### src/atc_pkg.sv
package atc_pkg;

    // ------------------------------------------------------------------
    // Widths
    // ------------------------------------------------------------------
    localparam int ATC_ADDR_W = 8;
    localparam int ATC_DATA_W = 32;
    localparam int ATC_CNT_W = 16;
    localparam int ATC_SEL_W = 4;

    // ------------------------------------------------------------------
    // Register offsets
    // ------------------------------------------------------------------
    localparam logic [ATC_ADDR_W-1:0] ATC_OFS_CTRL = 8'h00;
    localparam logic [ATC_ADDR_W-1:0] ATC_OFS_SRC = 8'h04;
    localparam logic [ATC_ADDR_W-1:0] ATC_OFS_BUF_SIZE = 8'h08;
    localparam logic [ATC_ADDR_W-1:0] ATC_OFS_PRETRIG = 8'h0C;
    localparam logic [ATC_ADDR_W-1:0] ATC_OFS_DIV = 8'h10;
    localparam logic [ATC_ADDR_W-1:0] ATC_OFS_DELAY = 8'h14;
    localparam logic [ATC_ADDR_W-1:0] ATC_OFS_CMD = 8'h18;
    localparam logic [ATC_ADDR_W-1:0] ATC_OFS_STATUS = 8'h1C;
    localparam logic [ATC_ADDR_W-1:0] ATC_OFS_COUNT = 8'h20;

    // ------------------------------------------------------------------
    // Field positions
    // ------------------------------------------------------------------
    localparam int ATC_CTRL_CONT = 0;
    localparam int ATC_CTRL_START_EN = 1;
    localparam int ATC_CTRL_START_FALL = 2;
    localparam int ATC_CTRL_REF_EN = 3;
    localparam int ATC_CTRL_REF_FALL = 4;
    localparam int ATC_CTRL_HOLD_EN = 5;
    localparam int ATC_CTRL_HOLD_LOW = 6;
    localparam int ATC_CTRL_START_ROUTE = 7;
    localparam int ATC_CTRL_REF_ROUTE = 8;
    localparam int ATC_SRC_START = 0;
    localparam int ATC_SRC_REF = 4;
    localparam int ATC_SRC_HOLD = 8;
    localparam int ATC_SRC_START_LINE = 12;
    localparam int ATC_SRC_REF_LINE = 16;
    localparam int ATC_CMD_START = 0;
    localparam int ATC_CMD_STOP = 1;

    // ------------------------------------------------------------------
    // Reset values
    // ------------------------------------------------------------------
    localparam logic [ATC_CNT_W-1:0] ATC_RST_BUF_SIZE = 16'h0010;
    localparam logic [ATC_CNT_W-1:0] ATC_RST_DIV = 16'h0004;

    // ------------------------------------------------------------------
    // Types
    // ------------------------------------------------------------------
    typedef enum logic [2:0] {
        ST_IDLE,
        ST_WAIT_START,
        ST_DELAY,
        ST_ACQ,
        ST_POST
    } atc_state_t;

    typedef struct packed {
        logic cont;
        logic start_en;
        logic start_fall;
        logic ref_en;
        logic ref_fall;
        logic hold_en;
        logic hold_low;
        logic start_route;
        logic ref_route;
        logic [ATC_SEL_W-1:0] start_sel;
        logic [ATC_SEL_W-1:0] ref_sel;
        logic [ATC_SEL_W-1:0] hold_sel;
        logic [ATC_SEL_W-1:0] start_line;
        logic [ATC_SEL_W-1:0] ref_line;
        logic [ATC_CNT_W-1:0] buf_size;
        logic [ATC_CNT_W-1:0] pretrig;
        logic [ATC_CNT_W-1:0] div;
        logic [ATC_CNT_W-1:0] delay;
    } atc_cfg_t;

    typedef struct packed {
        logic sample;
        logic [ATC_CNT_W-1:0] addr;
        logic active;
        logic done;
    } atc_acq_out_t;

endpackage : atc_pkg

### src/atc_sync_edge.sv
`timescale 1ns/1ps

module atc_sync_edge #(
    parameter int WIDTH = 16
) (
    // Clock and reset.
    input wire logic clk_i,
    input wire logic rst_i,
    // Raw sources and conditioned results.
    input wire logic [WIDTH-1:0] raw_i,
    output logic [WIDTH-1:0] level_o,
    output logic [WIDTH-1:0] rise_o,
    output logic [WIDTH-1:0] fall_o
);

    typedef struct packed {
        logic [WIDTH-1:0] meta;
        logic [WIDTH-1:0] lvl;
        logic [WIDTH-1:0] prev;
    } atc_sync_state_t;

    atc_sync_state_t s_reg;
    atc_sync_state_t s_next;

    // ------------------------------------------------------------------
    // Two-flop synchroniser and edge compare of consecutive samples.
    // ------------------------------------------------------------------
    always_comb begin
        s_next = s_reg;
        s_next.meta = raw_i;
        s_next.lvl = s_reg.meta;
        s_next.prev = s_reg.lvl;
    end

    always_ff @(posedge clk_i or posedge rst_i) begin
        if (rst_i) begin
            s_reg <= '0;
        end else begin
            s_reg <= s_next;
        end
    end

    assign level_o = s_reg.lvl;
    assign rise_o = s_reg.lvl & ~s_reg.prev;
    assign fall_o = ~s_reg.lvl & s_reg.prev;

endmodule : atc_sync_edge

### src/atc_trigger_ctrl.sv
// What this block does
// - Digital start source begins acquisition on its selected rising or falling edge.
// - Without a trigger, a software start command begins acquisition.
// - Finite mode without reference stops after the configured sample count.
// - Continuous mode without reference runs until a software stop command.
// - Start-triggered acquisition takes no samples before the start event.
// - Programmable delay between start event and first internal sample.
// - Start source selectable from function lines, counter outputs or internal signals.
// - Analog start begins on first selected edge of the threshold event.
// - Start event drives a routed function line as an active-high pulse.
// - Posttrigger count equals buffer size minus pretrigger count.
// - Buffer fills from start; reference detection arms after pretrigger samples.
// - Reference conditions before the pretrigger count is reached are ignored.
// - Full buffer before reference overwrites oldest sample, circularly.
// - After reference, keep storing until posttrigger count, then end.
// - Digital reference detected on the selected rising or falling edge.
// - Analog reference is the first selected edge of the threshold event.
// - Reference event may be routed to any output function line.
// - Active hold level suspends the internal sample clock; inactive resumes it.
// - Hold input has programmable active polarity, high or low.
// - Hold input is evaluated by level only, never by edge.
// - Analog hold suspends at one threshold level and resumes at the other.
// - Start, reference and hold sources are selected independently.
`timescale 1ns/1ps

module atc_trigger_ctrl #(
    parameter int NUM_LINES = 8,
    parameter int NUM_CNT = 2,
    parameter int NUM_INT = 4,
    parameter int NUM_ANA = 2
) (
    // Clock and reset.
    input wire logic SYS_CLK_I,
    input wire logic RST_I,
    // Register port.
    input wire logic [atc_pkg::ATC_ADDR_W-1:0] ADDR_I,
    input wire logic [atc_pkg::ATC_DATA_W-1:0] WDATA_I,
    input wire logic WR_I,
    input wire logic RD_I,
    output logic [atc_pkg::ATC_DATA_W-1:0] RDATA_O,
    // Trigger sources.
    input wire logic [NUM_LINES-1:0] FUNC_LINE_I,
    input wire logic [NUM_CNT-1:0] CNT_OUT_I,
    input wire logic [NUM_INT-1:0] INT_SIG_I,
    input wire logic [NUM_ANA-1:0] ANA_EVT_I,
    // Acquisition outputs.
    output logic SAMPLE_O,
    output logic [atc_pkg::ATC_CNT_W-1:0] BUF_ADDR_O,
    output logic ACTIVE_O,
    output logic DONE_O,
    output logic [NUM_LINES-1:0] FUNC_LINE_O
);

    localparam int NSRC = NUM_LINES + NUM_CNT + NUM_INT + NUM_ANA;
    localparam int CW = atc_pkg::ATC_CNT_W;
    localparam int SW = atc_pkg::ATC_SEL_W;

    typedef struct packed {
        atc_pkg::atc_state_t st;
        atc_pkg::atc_cfg_t cfg;
        logic [CW-1:0] dly_cnt;
        logic [CW-1:0] div_cnt;
        logic [CW-1:0] cnt;
        logic [CW-1:0] pre_cnt;
        logic [CW-1:0] post_cnt;
        logic [atc_pkg::ATC_DATA_W-1:0] rdata;
        logic start_pulse;
        logic ref_pulse;
        logic [NUM_LINES-1:0] line_out;
        atc_pkg::atc_acq_out_t acq;
    } atc_core_state_t;

    atc_core_state_t s_reg;
    atc_core_state_t s_next;

    logic [NSRC-1:0] src_raw;
    logic [NSRC-1:0] src_lvl;
    logic [NSRC-1:0] src_rise;
    logic [NSRC-1:0] src_fall;
    logic start_evt;
    logic ref_evt;
    logic held;
    logic armed;
    logic tick;
    logic [CW-1:0] post_total;

    // ------------------------------------------------------------------
    // Helpers
    // ------------------------------------------------------------------
    function automatic logic pick(input logic [NSRC-1:0] v, input logic [SW-1:0] idx);
        pick = (32'(idx) < NSRC) ? v[idx] : 1'b0;
    endfunction : pick

    function automatic logic [CW-1:0] wrap_inc(input logic [CW-1:0] a, input logic [CW-1:0] size);
        logic [CW-1:0] nx;
        nx = a + 16'h0001;
        wrap_inc = (nx >= size) ? '0 : nx;
    endfunction : wrap_inc

    // ------------------------------------------------------------------
    // Source conditioning
    // ------------------------------------------------------------------
    assign src_raw = {ANA_EVT_I, INT_SIG_I, CNT_OUT_I, FUNC_LINE_I};

    atc_sync_edge #(
        .WIDTH(NSRC)
    ) u_sync (
        .clk_i(SYS_CLK_I),
        .rst_i(RST_I),
        .raw_i(src_raw),
        .level_o(src_lvl),
        .rise_o(src_rise),
        .fall_o(src_fall)
    );

    // Each trigger has its own selector, so all three may differ.
    assign start_evt = s_reg.cfg.start_fall ? pick(src_fall, s_reg.cfg.start_sel)
                                            : pick(src_rise, s_reg.cfg.start_sel);
    assign ref_evt = s_reg.cfg.ref_fall ? pick(src_fall, s_reg.cfg.ref_sel)
                                        : pick(src_rise, s_reg.cfg.ref_sel);
    // The hold is a pure level; polarity picks which level suspends.
    assign held = s_reg.cfg.hold_en
        & (pick(src_lvl, s_reg.cfg.hold_sel) ^ s_reg.cfg.hold_low);
    assign armed = (s_reg.pre_cnt == s_reg.cfg.pretrig);
    assign post_total = (s_reg.cfg.pretrig > s_reg.cfg.buf_size) ? '0
                        : s_reg.cfg.buf_size - s_reg.cfg.pretrig;
    // The sample divider fires on zero and freezes while held.
    assign tick = ~held && (s_reg.div_cnt == '0);

    // ------------------------------------------------------------------
    // Next-state logic
    // ------------------------------------------------------------------
    always_comb begin
        s_next = s_reg;
        s_next.rdata = '0;
        s_next.start_pulse = 1'b0;
        s_next.ref_pulse = 1'b0;
        s_next.acq.sample = 1'b0;

        if (WR_I) begin
            unique case (ADDR_I)
                atc_pkg::ATC_OFS_CTRL: begin
                    s_next.cfg.cont = WDATA_I[atc_pkg::ATC_CTRL_CONT];
                    s_next.cfg.start_en = WDATA_I[atc_pkg::ATC_CTRL_START_EN];
                    s_next.cfg.start_fall = WDATA_I[atc_pkg::ATC_CTRL_START_FALL];
                    s_next.cfg.ref_en = WDATA_I[atc_pkg::ATC_CTRL_REF_EN];
                    s_next.cfg.ref_fall = WDATA_I[atc_pkg::ATC_CTRL_REF_FALL];
                    s_next.cfg.hold_en = WDATA_I[atc_pkg::ATC_CTRL_HOLD_EN];
                    s_next.cfg.hold_low = WDATA_I[atc_pkg::ATC_CTRL_HOLD_LOW];
                    s_next.cfg.start_route = WDATA_I[atc_pkg::ATC_CTRL_START_ROUTE];
                    s_next.cfg.ref_route = WDATA_I[atc_pkg::ATC_CTRL_REF_ROUTE];
                end
                atc_pkg::ATC_OFS_SRC: begin
                    s_next.cfg.start_sel = WDATA_I[atc_pkg::ATC_SRC_START +: SW];
                    s_next.cfg.ref_sel = WDATA_I[atc_pkg::ATC_SRC_REF +: SW];
                    s_next.cfg.hold_sel = WDATA_I[atc_pkg::ATC_SRC_HOLD +: SW];
                    s_next.cfg.start_line = WDATA_I[atc_pkg::ATC_SRC_START_LINE +: SW];
                    s_next.cfg.ref_line = WDATA_I[atc_pkg::ATC_SRC_REF_LINE +: SW];
                end
                atc_pkg::ATC_OFS_BUF_SIZE: s_next.cfg.buf_size = WDATA_I[CW-1:0];
                atc_pkg::ATC_OFS_PRETRIG: s_next.cfg.pretrig = WDATA_I[CW-1:0];
                atc_pkg::ATC_OFS_DIV: s_next.cfg.div = WDATA_I[CW-1:0];
                atc_pkg::ATC_OFS_DELAY: s_next.cfg.delay = WDATA_I[CW-1:0];
                default: begin
                end
            endcase
        end

        if (RD_I) begin
            unique case (ADDR_I)
                atc_pkg::ATC_OFS_CTRL: s_next.rdata = 32'({s_reg.cfg.ref_route, s_reg.cfg.start_route,
                    s_reg.cfg.hold_low, s_reg.cfg.hold_en, s_reg.cfg.ref_fall, s_reg.cfg.ref_en,
                    s_reg.cfg.start_fall, s_reg.cfg.start_en, s_reg.cfg.cont});
                atc_pkg::ATC_OFS_SRC: s_next.rdata = 32'({s_reg.cfg.ref_line, s_reg.cfg.start_line,
                    s_reg.cfg.hold_sel, s_reg.cfg.ref_sel, s_reg.cfg.start_sel});
                atc_pkg::ATC_OFS_BUF_SIZE: s_next.rdata = 32'(s_reg.cfg.buf_size);
                atc_pkg::ATC_OFS_PRETRIG: s_next.rdata = 32'(s_reg.cfg.pretrig);
                atc_pkg::ATC_OFS_DIV: s_next.rdata = 32'(s_reg.cfg.div);
                atc_pkg::ATC_OFS_DELAY: s_next.rdata = 32'(s_reg.cfg.delay);
                atc_pkg::ATC_OFS_STATUS: s_next.rdata = 32'({held,
                    armed && (s_reg.st == atc_pkg::ST_ACQ), s_reg.acq.done, s_reg.acq.active});
                atc_pkg::ATC_OFS_COUNT: s_next.rdata = 32'(s_reg.cnt);
                default: s_next.rdata = '0;
            endcase
        end

        unique case (s_reg.st)
            atc_pkg::ST_IDLE: begin
                if (WR_I && ADDR_I == atc_pkg::ATC_OFS_CMD && WDATA_I[atc_pkg::ATC_CMD_START]) begin
                    s_next.acq.done = 1'b0;
                    s_next.cnt = '0;
                    s_next.pre_cnt = '0;
                    s_next.post_cnt = '0;
                    s_next.dly_cnt = '0;
                    s_next.acq.addr = '0;
                    s_next.acq.active = 1'b1;
                    // With a trigger the command only arms the wait.
                    s_next.st = s_reg.cfg.start_en ? atc_pkg::ST_WAIT_START : atc_pkg::ST_DELAY;
                end
            end
            atc_pkg::ST_WAIT_START: begin
                if (start_evt) begin
                    s_next.start_pulse = 1'b1;
                    s_next.st = atc_pkg::ST_DELAY;
                end
            end
            atc_pkg::ST_DELAY: begin
                if (s_reg.dly_cnt >= s_reg.cfg.delay) begin
                    s_next.div_cnt = '0;
                    s_next.st = atc_pkg::ST_ACQ;
                end else begin
                    s_next.dly_cnt = s_reg.dly_cnt + 16'h0001;
                end
            end
            atc_pkg::ST_ACQ: begin
                if (s_reg.cfg.ref_en && armed && ref_evt) begin
                    s_next.ref_pulse = 1'b1;
                    s_next.post_cnt = '0;
                    s_next.st = atc_pkg::ST_POST;
                end else if (tick) begin
                    s_next.acq.sample = 1'b1;
                    s_next.cnt = s_reg.cnt + 16'h0001;
                    if (s_reg.cfg.ref_en) begin
                        s_next.acq.addr = wrap_inc(s_reg.acq.addr, s_reg.cfg.buf_size);
                        if (!armed) begin
                            s_next.pre_cnt = s_reg.pre_cnt + 16'h0001;
                        end
                    end else if (s_reg.cfg.cont) begin
                        s_next.acq.addr = wrap_inc(s_reg.acq.addr, s_reg.cfg.buf_size);
                    end else begin
                        s_next.acq.addr = s_reg.acq.addr + 16'h0001;
                        if (s_reg.cnt + 16'h0001 >= s_reg.cfg.buf_size) begin
                            s_next.acq.active = 1'b0;
                            s_next.acq.done = 1'b1;
                            s_next.st = atc_pkg::ST_IDLE;
                        end
                    end
                end
            end
            atc_pkg::ST_POST: begin
                if (s_reg.post_cnt >= post_total) begin
                    s_next.acq.active = 1'b0;
                    s_next.acq.done = 1'b1;
                    s_next.st = atc_pkg::ST_IDLE;
                end else if (tick) begin
                    s_next.acq.sample = 1'b1;
                    s_next.cnt = s_reg.cnt + 16'h0001;
                    s_next.post_cnt = s_reg.post_cnt + 16'h0001;
                    s_next.acq.addr = wrap_inc(s_reg.acq.addr, s_reg.cfg.buf_size);
                end
            end
        endcase

        // The divider reloads on each tick and only runs while sampling.
        if ((s_reg.st == atc_pkg::ST_ACQ || s_reg.st == atc_pkg::ST_POST) && !held) begin
            s_next.div_cnt = (s_reg.div_cnt == '0) ? s_reg.cfg.div - 16'h0001
                                                  : s_reg.div_cnt - 16'h0001;
        end

        // A stop command ends any running acquisition.
        if (s_reg.st != atc_pkg::ST_IDLE && WR_I && ADDR_I == atc_pkg::ATC_OFS_CMD
            && WDATA_I[atc_pkg::ATC_CMD_STOP]) begin
            s_next.acq.sample = 1'b0;
            s_next.acq.active = 1'b0;
            s_next.acq.done = 1'b1;
            s_next.st = atc_pkg::ST_IDLE;
        end

        for (int i = 0; i < NUM_LINES; i++) begin
            s_next.line_out[i] = (s_next.start_pulse && s_reg.cfg.start_route
                                  && 32'(s_reg.cfg.start_line) == i)
                               || (s_next.ref_pulse && s_reg.cfg.ref_route
                                  && 32'(s_reg.cfg.ref_line) == i);
        end
    end

    // ------------------------------------------------------------------
    // State register
    // ------------------------------------------------------------------
    always_ff @(posedge SYS_CLK_I or posedge RST_I) begin
        if (RST_I) begin
            s_reg <= '0;
            s_reg.st <= atc_pkg::ST_IDLE;
            s_reg.cfg.buf_size <= atc_pkg::ATC_RST_BUF_SIZE;
            s_reg.cfg.div <= atc_pkg::ATC_RST_DIV;
        end else begin
            s_reg <= s_next;
        end
    end

    assign RDATA_O = s_reg.rdata;
    assign SAMPLE_O = s_reg.acq.sample;
    assign BUF_ADDR_O = s_reg.acq.addr;
    assign ACTIVE_O = s_reg.acq.active;
    assign DONE_O = s_reg.acq.done;
    assign FUNC_LINE_O = s_reg.line_out;
endmodule : atc_trigger_ctrl

### config.mk
export PLATFORM = sky130hd
export DESIGN_NAME = atc_trigger_ctrl
export DESIGN_NICKNAME = d
export VERILOG_FILES = /design/src/atc_pkg.sv /design/src/atc_sync_edge.sv /design/src/atc_trigger_ctrl.sv
export SDC_FILE = /design/constraint.sdc
export NUM_CORES = 1
export LEC_CHECK = 0
export ABC_CLOCK_PERIOD_IN_PS = 10600
export BUFFER_PORTS_ARGS = -buffer_cell sky130_fd_sc_hd__buf_2
export CAP_MARGIN = 20
export CORE_MARGIN = 2
export CORE_UTILIZATION = 29
export CTS_CLUSTER_SIZE = 24
export DETAILED_ROUTE_END_ITERATION = 8
export PLACE_DENSITY_LB_ADDON = 0.15
export SETUP_SLACK_MARGIN = 0.5
export SYNTH_ARGS = -nofsm -noshare
export SYNTH_HDL_FRONTEND = slang
export SYNTH_SLANG_ARGS = --single-unit
export TNS_END_PERCENT = 5
### constraint.sdc
create_clock -name SYS_CLK_I -period 10.6 [get_ports SYS_CLK_I]
set_input_delay 0.53 -clock SYS_CLK_I [delete_from_list [all_inputs] [get_ports SYS_CLK_I]]
set_output_delay 0.53 -clock SYS_CLK_I [all_outputs]
set_load 0.01 [all_outputs]
==> results of run 1 <==
-- synth_stat cells (all sizes together), types with 28 or more instances --
master	n	area [sq um]
dfrtp	269	6730
o21ai	127	647
nand2	118	450
nor2	106	417
mux2	96	1080
ha	86	1080
inv	69	259
buf	63	462
a21oi	50	250
clkbuf	47	176
and3	45	282
nand3	45	230
xor2	45	394
nor2b	37	231
a22oi	34	255
nand2b	33	206
a31oi	28	175
-- worst paths after layout --
kind	startpoint	to	slack, ns	depth (start not counted)
max	s_reg[189]$_DFFE_PP0P_	s_reg[76]$_DFFE_PP0P_	3.76	21
min	RST_I	u_sync.s_next[18]$_DFF_PP0_	0.06	2
max reg2reg	s_reg[189]$_DFFE_PP0P_	s_reg[76]$_DFFE_PP0P_	3.76	21
min reg2reg	u_sync.s_next[21]$_DFF_PP0_	u_sync.level_o[5]$_DFF_PP0_	0.34	0
max in group asynchronous	RST_I	FUNC_LINE_O[1]$_DFF_PP0_	9.11	3
min in group SYS_CLK_I	CNT_OUT_I[1]	u_sync.s_next[25]$_DFF_PP0_	0.07	1
-- stage by stage --
| stage | power [uW] | worst slack (ns) | hold WS, ns | cells | utilization (%) |
|---|---|---|---|---|---|
| after floorplan | 1840 | 2.61 | 0.331 | 1588 | - |
| after global placement | 2100 | 3.83 | 0.333 | 2280 | 31.0 |
| after detailed placement | 2110 | 3.67 | 0.335 | 2280 | 31.0 |
| after CTS | 3540 | 3.65 | 0.0371 | 2344 | 33.5 |
| after global routing | 3690 | 3.08 | 0.0503 | 2344 | 33.5 |
| final | 3490 | 3.76 | 0.0643 | 2345 | 33.5 |
-- power groups by stage --
stage          combinational [uW]  sequential (uW)  clock, uW
6_report                      873             1210       1410
5_1_grt                       990             1220       1480
4_1_cts                       885             1210       1450
3_5_place_dp                  882             1230          0
3_3_place_gp                  871             1230          0
2_1_floorplan                 656             1180          0
-- worst register-to-register path, cell delays in order (launching register included) --
cell      delay [ns]
dfrtp_1         0.54
inv_1           0.09
ha_1            0.22
fa_1            0.40
nor2b_1         0.14
o21a_1          0.12
o21ai_0         0.16
a211oi_1        0.38
nor4_1          0.14
o31ai_1         0.39
a21oi_1         0.12
o21bai_1        0.79
o21ai_0         0.25
ha_1            0.33
and4_1          0.21
a221oi_1        0.40
o21ai_0         0.29
o32a_4          0.45
a211o_1         0.48
nor2_2          0.51
nand4_1         0.15
o21ai_0         0.17
-- final cells by class --
| class | count | area share (%) |
|---|---|---|
| clock inverters | 20 | 2.07 |
| diodes | 1 | 0.0139 |
| flip-flops and latches | 271 | 37.6 |
| inverters | 69 | 1.48 |
| multi-input cells | 1138 | 45.3 |
| clock buffers | 44 | 5.50 |
| well taps | 696 | 4.83 |
| repair buffers | 106 | 3.18 |
-- routing by layer --
layer  vias to the layer above  track usage [%]  routed length, um
li1                       5751                -                  -
met1                      6034             23.6              22500
met2                       325             28.2              22700
met3                        77             3.14               2610
met4                         2             6.17               1530
met5                         -                0                 13
-- cells by family (layout without fill, tap and decap cells) --
logic type / count (synthesis) / in the layout / synth area share, %
compound gates: 358 / 358 / 14.6
xor+xnor: 72 / 72 / 3.99
fa+ha+maj: 87 / 87 / 6.93
buf+inv: 179 / 239 / 5.67
flops: 271 / 271 / 42.9
mux: 126 / 126 / 10.2
other cells: 1 / 13 / 0.0237
simple gates: 483 / 483 / 15.6
==> summary.txt, run 1 <==
Global route
  • Total grt overflow: 0
  • Initial antenna violation count: 4
  • First-pass GRT wire length: 74.6 mm
  • Largest net degree at the start of global routing: 168
  • Total GRT Usage: between 10% and 20%
  • Vias in the first global route: 11986

STA
  • Slew @ Worst Pin: around 1.0 ns
  • Max-slew violations: 0
  • Peak Freq: 146 MHz
  • Clock period minus worst slack: 6.84 ns
  • Period utilization: 64.6%
  • Worst Clk Skew: ~0.023 ns
  • Final setup viols: 0
  • RSZ-0062 raised after global routing: no
  • Setup TNS: 0 ns
  • Max_slew headroom: 33.0%
  • Fin. Hold Viols: 0

Clocking
  • Setup repair bufs after CTS: 0
  • CTS Root Cell: clkbuf_16
  • # hold bufs at CTS: 0
  • TritonCTS Buffers: 35
  • Max clock buf depth: 3
  • Clk Latency, worst-skew pair: 0.57 ns
  • Clock transition at path regs: 0.07 ns
  • CTS tree: done
  • CTS sink cnt: around 270
  • Post-cts resize count: 0
  • CTS H-Tree Depth: 2

Die
  • Die Y: about 240 um
  • Cell row count: 85
  • Die W: 237 um
  • Ports: 119
  • Die area: 56400 sq um
  • Initial Util: 29.4%
  • Core area: 53800 sq um

Synth
  • Synth Register Bits: about 270
  • Synth Cell Area: 15800 sq um
  • Netlist cell types: 74
  • Asr flop ratio synth: between 90% and 100%
  • Synth warn: 0
  • Avg Synthesized Cell Area: 10.0 sq um
  • Post-synth EDFFs: 0
  • Seq/Total Area, Yosys: 42.9%
  • Syn Inst Count: about 1600
  • Synth Flop Type: dfrtp_1

Setup path
  • Critical path endpoint category: flop
  • Crit-path most repeated cell: o21ai_0
  • WP data required: 11.07 ns
  • CP arrival: 7.32 ns
  • Critical path type: reg2reg
  • CP top delay family: compound AO/OA/AOI/OAI gates
  • Crit Path Max Fanout: 18
  • Slowest cell on the critical path: o21bai_1
  • CP bufs+invs: 1
  • CP Launch Type: flop
  • Crit-path max cell delay: 0.79 ns
  • CP cell instances: inv_1 -> ha_1 -> fa_1 -> nor2b_1 -> o21a_1 -> o21ai_0 -> a211oi_1 -> nor4_1 -> o31ai_1 -> a21oi_1 -> o21bai_1 -> o21ai_0 -> ha_1 -> and4_1 -> a221oi_1 -> o21ai_0 -> o32a_4 -> a211o_1 -> nor2_2 -> nand4_1 -> o21ai_0

Layout
  • Final layout net count: 1768
  • Ratio of cells with drive above 1 in the final layout: 18.4%
  • Max FFs per register: between 150 and 200
  • Area occupied by multi-input gates: 8170 sq um
  • Fin area: 18000 sq um
  • Most frequent cells in the layout: 269 x dfrtp_1, 121 x o21ai_0, 117 x nand2_1, 103 x nor2_1, 96 x mux2_2
  • P&R area growth vs syn: 14.1%
  • Fillers: around 5500
  • Register area: 6780 sq um
  • Commonest non-fill, non-tap cell in the layout: dfrtp_1

Power and ir drop
  • Sw power: ~1200 uW
  • Sw Ratio: 33.2%
  • Combinational power share: 25.0%
  • Flop pwr share: between 30% and 40%
  • Int Power: 2330 uW
  • Power Dens Cells: 194 nW/um^2
  • Clk pwr share: around two fifths
  • Max VDD drop: approximately 0.11 mV
  • Leakage: about 0.0083 uW

Run
  • Maxcap violations: 0

Detailed routing
  • WL/cell: 21.0 um
  • DRC: 0
  • First drt pass iteration count: 5
  • DR vias: roughly 12000
  • Vias/cell: 5.20
  • 1st-iter DRT viols: around 880
  • Post-route ant nets: 0
  • Routed WL: 49.3 mm

Place
  • Hpwl dp: ~36 mm
  • I/O Buffers: 94
  • Placer Congestion: 0.852
  • Dpl cell area: 16700 sq um

Min path
  • Hold Crit Class: in2async

Outcome
  • Status: complete, no violations
Note: power is estimated with default switching activity, not from simulation.
==> run 2: changes to the inputs <==
--- a/config.mk
+++ b/config.mk
@@ -5,7 +5,8 @@
 export SDC_FILE = /design/constraint.sdc
 export NUM_CORES = 1
 export LEC_CHECK = 0
-export ABC_CLOCK_PERIOD_IN_PS = 10600
+export ABC_AREA = 1
+export ABC_CLOCK_PERIOD_IN_PS = 6450
 export BUFFER_PORTS_ARGS = -buffer_cell sky130_fd_sc_hd__buf_2
 export CAP_MARGIN = 20
 export CORE_MARGIN = 2
==> constraint.sdc (replaced) <==
create_clock -name SYS_CLK_I -period 6.45 [get_ports SYS_CLK_I]
set_input_delay 0.3225 -clock SYS_CLK_I [delete_from_list [all_inputs] [get_ports SYS_CLK_I]]
set_output_delay 0.3225 -clock SYS_CLK_I [all_outputs]
set_load 0.01 [all_outputs]
==> summary.txt, run 2 <==
Power and ir drop
  • Leakage: 0.00907 uW (+8.7%)
  • Pwr Total: 5790 uW (+66%)
  • Power Dens Cells: 306 nW/um^2 (+58%)
  • Max VDD drop: 0.182 mV (+68%)

Global route
  • Total GRT Usage: 18.6% (+1.1 points)
  • First-pass GRT wire length: 84.9 mm (+14%)
  • Vias in the first global route: 14359 (+20%)
  • Initial antenna violation count: 3 (-1)
  • Largest net degree at the start of global routing: 148 (-12%)
  • Total grt overflow: 0 (unchanged)

Synth
  • Avg Synthesized Cell Area: 7.61 sq um (-24%)
  • Post-synthesis compound-gate area fraction: 12.5% (-2.0 points)
  • Asr flop ratio synth: 100% (unchanged)
  • Area share of the largest cell type after synthesis: 40.6% (-2.0 points)
  • Post-synth EDFFs: 0 (unchanged)
  • Seq/Total Area, Yosys: 40.9% (-2.0 points)
  • Commonest cells post-synth: 478 x nand2_1, 271 x inv_1, 269 x dfrtp_1
  • Top-count cell post-synth: nand2_1
  • Synth top area cells: dfrtp_1 41%, nand2_1 11%, nand3_1 6.9%, ha_1 6.5%, inv_1 6.1%
  • Netlist cell types: 56 (-24%)
  • Main combinational cell family by area after synthesis: simple AND/OR/NAND/NOR gates
  • Post-synth top area cell: dfrtp_1
  • Post-synthesis mux area share: 0% (-10 points)
  • Synth Area in Adders: 6.61% (-0.33 points)
  • Syn Inst Count: 2180 (+38%)
  • Post-synthesis xor/xnor area fraction: 3.27% (-0.72 points)
  • Synth Register Bits: 271 (unchanged)
  • Synth warn: 0 (unchanged)
  • Post-Synth Simple-Gate Area: 26.0% (+10 points)
  • Synth Flop Type: dfrtp_1
  • Synth Cell Area: 16600 sq um (+5.0%)

Clocking
  • CTS H-Tree Depth: 2 (unchanged)
  • CTS tree: done
  • CTS sink cnt: 271 (unchanged)
  • Clk Latency, worst-skew pair: 0.58 ns (about the same)
  • Setup repair bufs after CTS: 0 (unchanged)
  • Clock transition at path regs: 0.06 ns (about the same)
  • Max clock buf depth: 3 (unchanged)
  • Post-cts resize count: 0 (unchanged)
  • # hold bufs at CTS: 20 (+20)
  • CTS Root Cell: clkbuf_16
  • TritonCTS Buffers: 36 (+2.9%)

Detailed routing
  • Routed WL: 54.8 mm (+11%)
  • 1st-iter DRT viols: 1082 (+22%)
  • Vias/cell: 4.87 (-6.3%)
  • WL/cell: 18.1 um (-14%)
  • Metal-1 WL: 25.3 mm (+12%)
  • Metal3 WL: 2.70 mm (+3.6%)
  • Routed wl met2: 25.3 mm (+12%)
  • DR vias: 14744 (+21%)
  • DRC: 0 (unchanged)
  • Top layer in use: met4
  • First drt pass iteration count: 5 (unchanged)
  • Post-route ant nets: 0 (unchanged)

Layout
  • Commonest non-fill, non-tap cell in the layout: nand2_1
  • Final layout net count: 2389 (+35%)
  • Max FFs per register: 176 (unchanged)
  • Final Core Density: 33.5% (about the same)
  • Ratio of cells with drive above 1 in the final layout: 9.03% (-9.4 points)
  • P&R area growth vs syn: 14.2% (about the same)
  • Most frequent cells in the layout: 478 x nand2_1, 270 x inv_1, 269 x dfrtp_1, 230 x nand3_1, 201 x o21ai_0

Setup path
  • WP data required: 6.87 ns (-4.20 ns)
  • CP arrival: 5.26 ns (-2.06 ns)
  • RR Endpoint: BUF_ADDR_O[11]$_DFFE_PP0P_
  • CP Launch Type: flop
  • R2R depth: 20 (-4.8%)
  • R2R setup slack: 1.62 ns (-2.14 ns)
  • Crit Path Max Fanout: 17 (-1)
  • Reg2reg start: s_reg[189]$_DFFE_PP0P_
  • Critical path endpoint category: flop
  • Critical path type: reg2reg

Place
  • Hpwl dp: 40.6 mm (+13%)
  • I/O Buffers: 94 (unchanged)
  • Pre-CTS setup slack: 1.62 ns (-2.05 ns)
  • Placer Congestion: 0.897 (+5.3%)

Min path
  • Hold path start: WDATA_I[17]
  • Hold Crit Class: in2reg
  • Hold-critical path depth: 3
  • Hold EP: s_reg[206]$_DFFE_PP0P_

Die
  • Ports: 119 (unchanged)
  • Die area: 59100 sq um (+4.9%)
  • Cell row count: 87 (+2.4%)
  • Core area: 56500 sq um (+5.0%)
  • Die Y: 243 um (+2.4%)
  • Die W: 243 um (+2.4%)
  • Initial Util: 29.4% (about the same)

STA
  • Setup TNS: 0 ns (unchanged)
  • Worst Clk Skew: 0.0349 ns (+0.0116 ns)
  • Clock period minus worst slack: 4.83 ns (-2.01 ns)
  • Setup ws final: 1.62 ns (-2.14 ns)
  • Fin. Hold Viols: 0 (unchanged)
  • Peak Freq: 207 MHz (+42%)
  • Period utilization: 75.0% (+10 points)
  • Max-slew violations: 0 (unchanged)
  • RSZ-0062 raised after global routing: no
  • Final setup viols: 0 (unchanged)
  • Max_slew headroom: 30.7% (-2.3 points)
  • Slew @ Worst Pin: 1.04 ns (+0.0394 ns)

Outcome
  • Status: complete, no violations

Run
  • Maxcap violations: 0 (unchanged)
[run 2: cells by family (layout without fill, tap and decap cells)]
kind of cell,Yosys count,count (layout)
AOI/OAI and AO/OA,386,386
xor gates and xnor gates,62,62
adders and majority gates,87,87
buffers and inverters,389,467
DFF,271,271
other,1,14
and+or+nand+nor,984,984
[run 2: worst max path at each step]
stage,startpoint,end,depth (start not counted)
floorplan,RST_I,ACTIVE_O$_DFFE_PP0P_,1
global placement,s_reg[189]$_DFFE_PP0P_,s_reg[99]$_DFFE_PP0P_,19
detailed placement,s_reg[189]$_DFFE_PP0P_,BUF_ADDR_O[11]$_DFFE_PP0P_,20
CTS,s_reg[189]$_DFFE_PP0P_,BUF_ADDR_O[15]$_DFFE_PP0P_,20
global route,s_reg[189]$_DFFE_PP0P_,BUF_ADDR_O[2]$_DFFE_PP0P_,20
finish,s_reg[189]$_DFFE_PP0P_,BUF_ADDR_O[11]$_DFFE_PP0P_,20
[run 2: final cells by class]
cell class | count | area, sq um
inverters | 279 | 1060
multi-input cells | 1531 | 8080
well taps | 756 | 946
diodes | 2 | 5.00
repair buffers | 123 | 786
clock inverters | 20 | 282
clock buffers | 45 | 1010
fillers | 6001 | 37600
flip-flops and latches | 271 | 6780
[run 2: routing by layer]
metal,track usage (%),up-vias
met3,2.72,90
met2,30.2,368
met5,0,-
li1,-,7240
met4,5.79,0
met1,25.6,7046
[run 2: worst max-delay path, stage by stage (launching register included)]
cell and delay (ns):
dfrtp_1 0.50, inv_1 0.08, ha_1 0.21, fa_1 0.41
inv_1 0.10, a21oi_1 0.11, o21ai_0 0.33, nand3_1 0.17
nand2_1 0.38, nand3_1 0.20, ha_1 0.33, a21oi_1 0.14
o21ai_0 0.09, a21oi_1 0.17, nand3_1 0.17, nand3b_1 0.19
nand2_1 0.10, nand2_1 0.43, buf_8 0.35, o21ai_0 0.15
nand2_1 0.07
[run 2: report_power, final]
group          total (uW)  switching (uW)  internal (uW)
combinational        1650            1180            475
clock                2180             860           1320
sequential           1960             130           1830
[run 2: stage by stage]
stage | area (sq um) | hold slack [ns] | std cells
after floorplan | 16600 | 0.331 | 2191
after global placement | 17400 | 0.282 | 2937
after detailed placement | 17400 | 0.288 | 2938
after CTS | 18900 | 0.00857 | 3023
after global routing | 18900 | 0.0354 | 3026
final | 18900 | 0.0250 | 3027
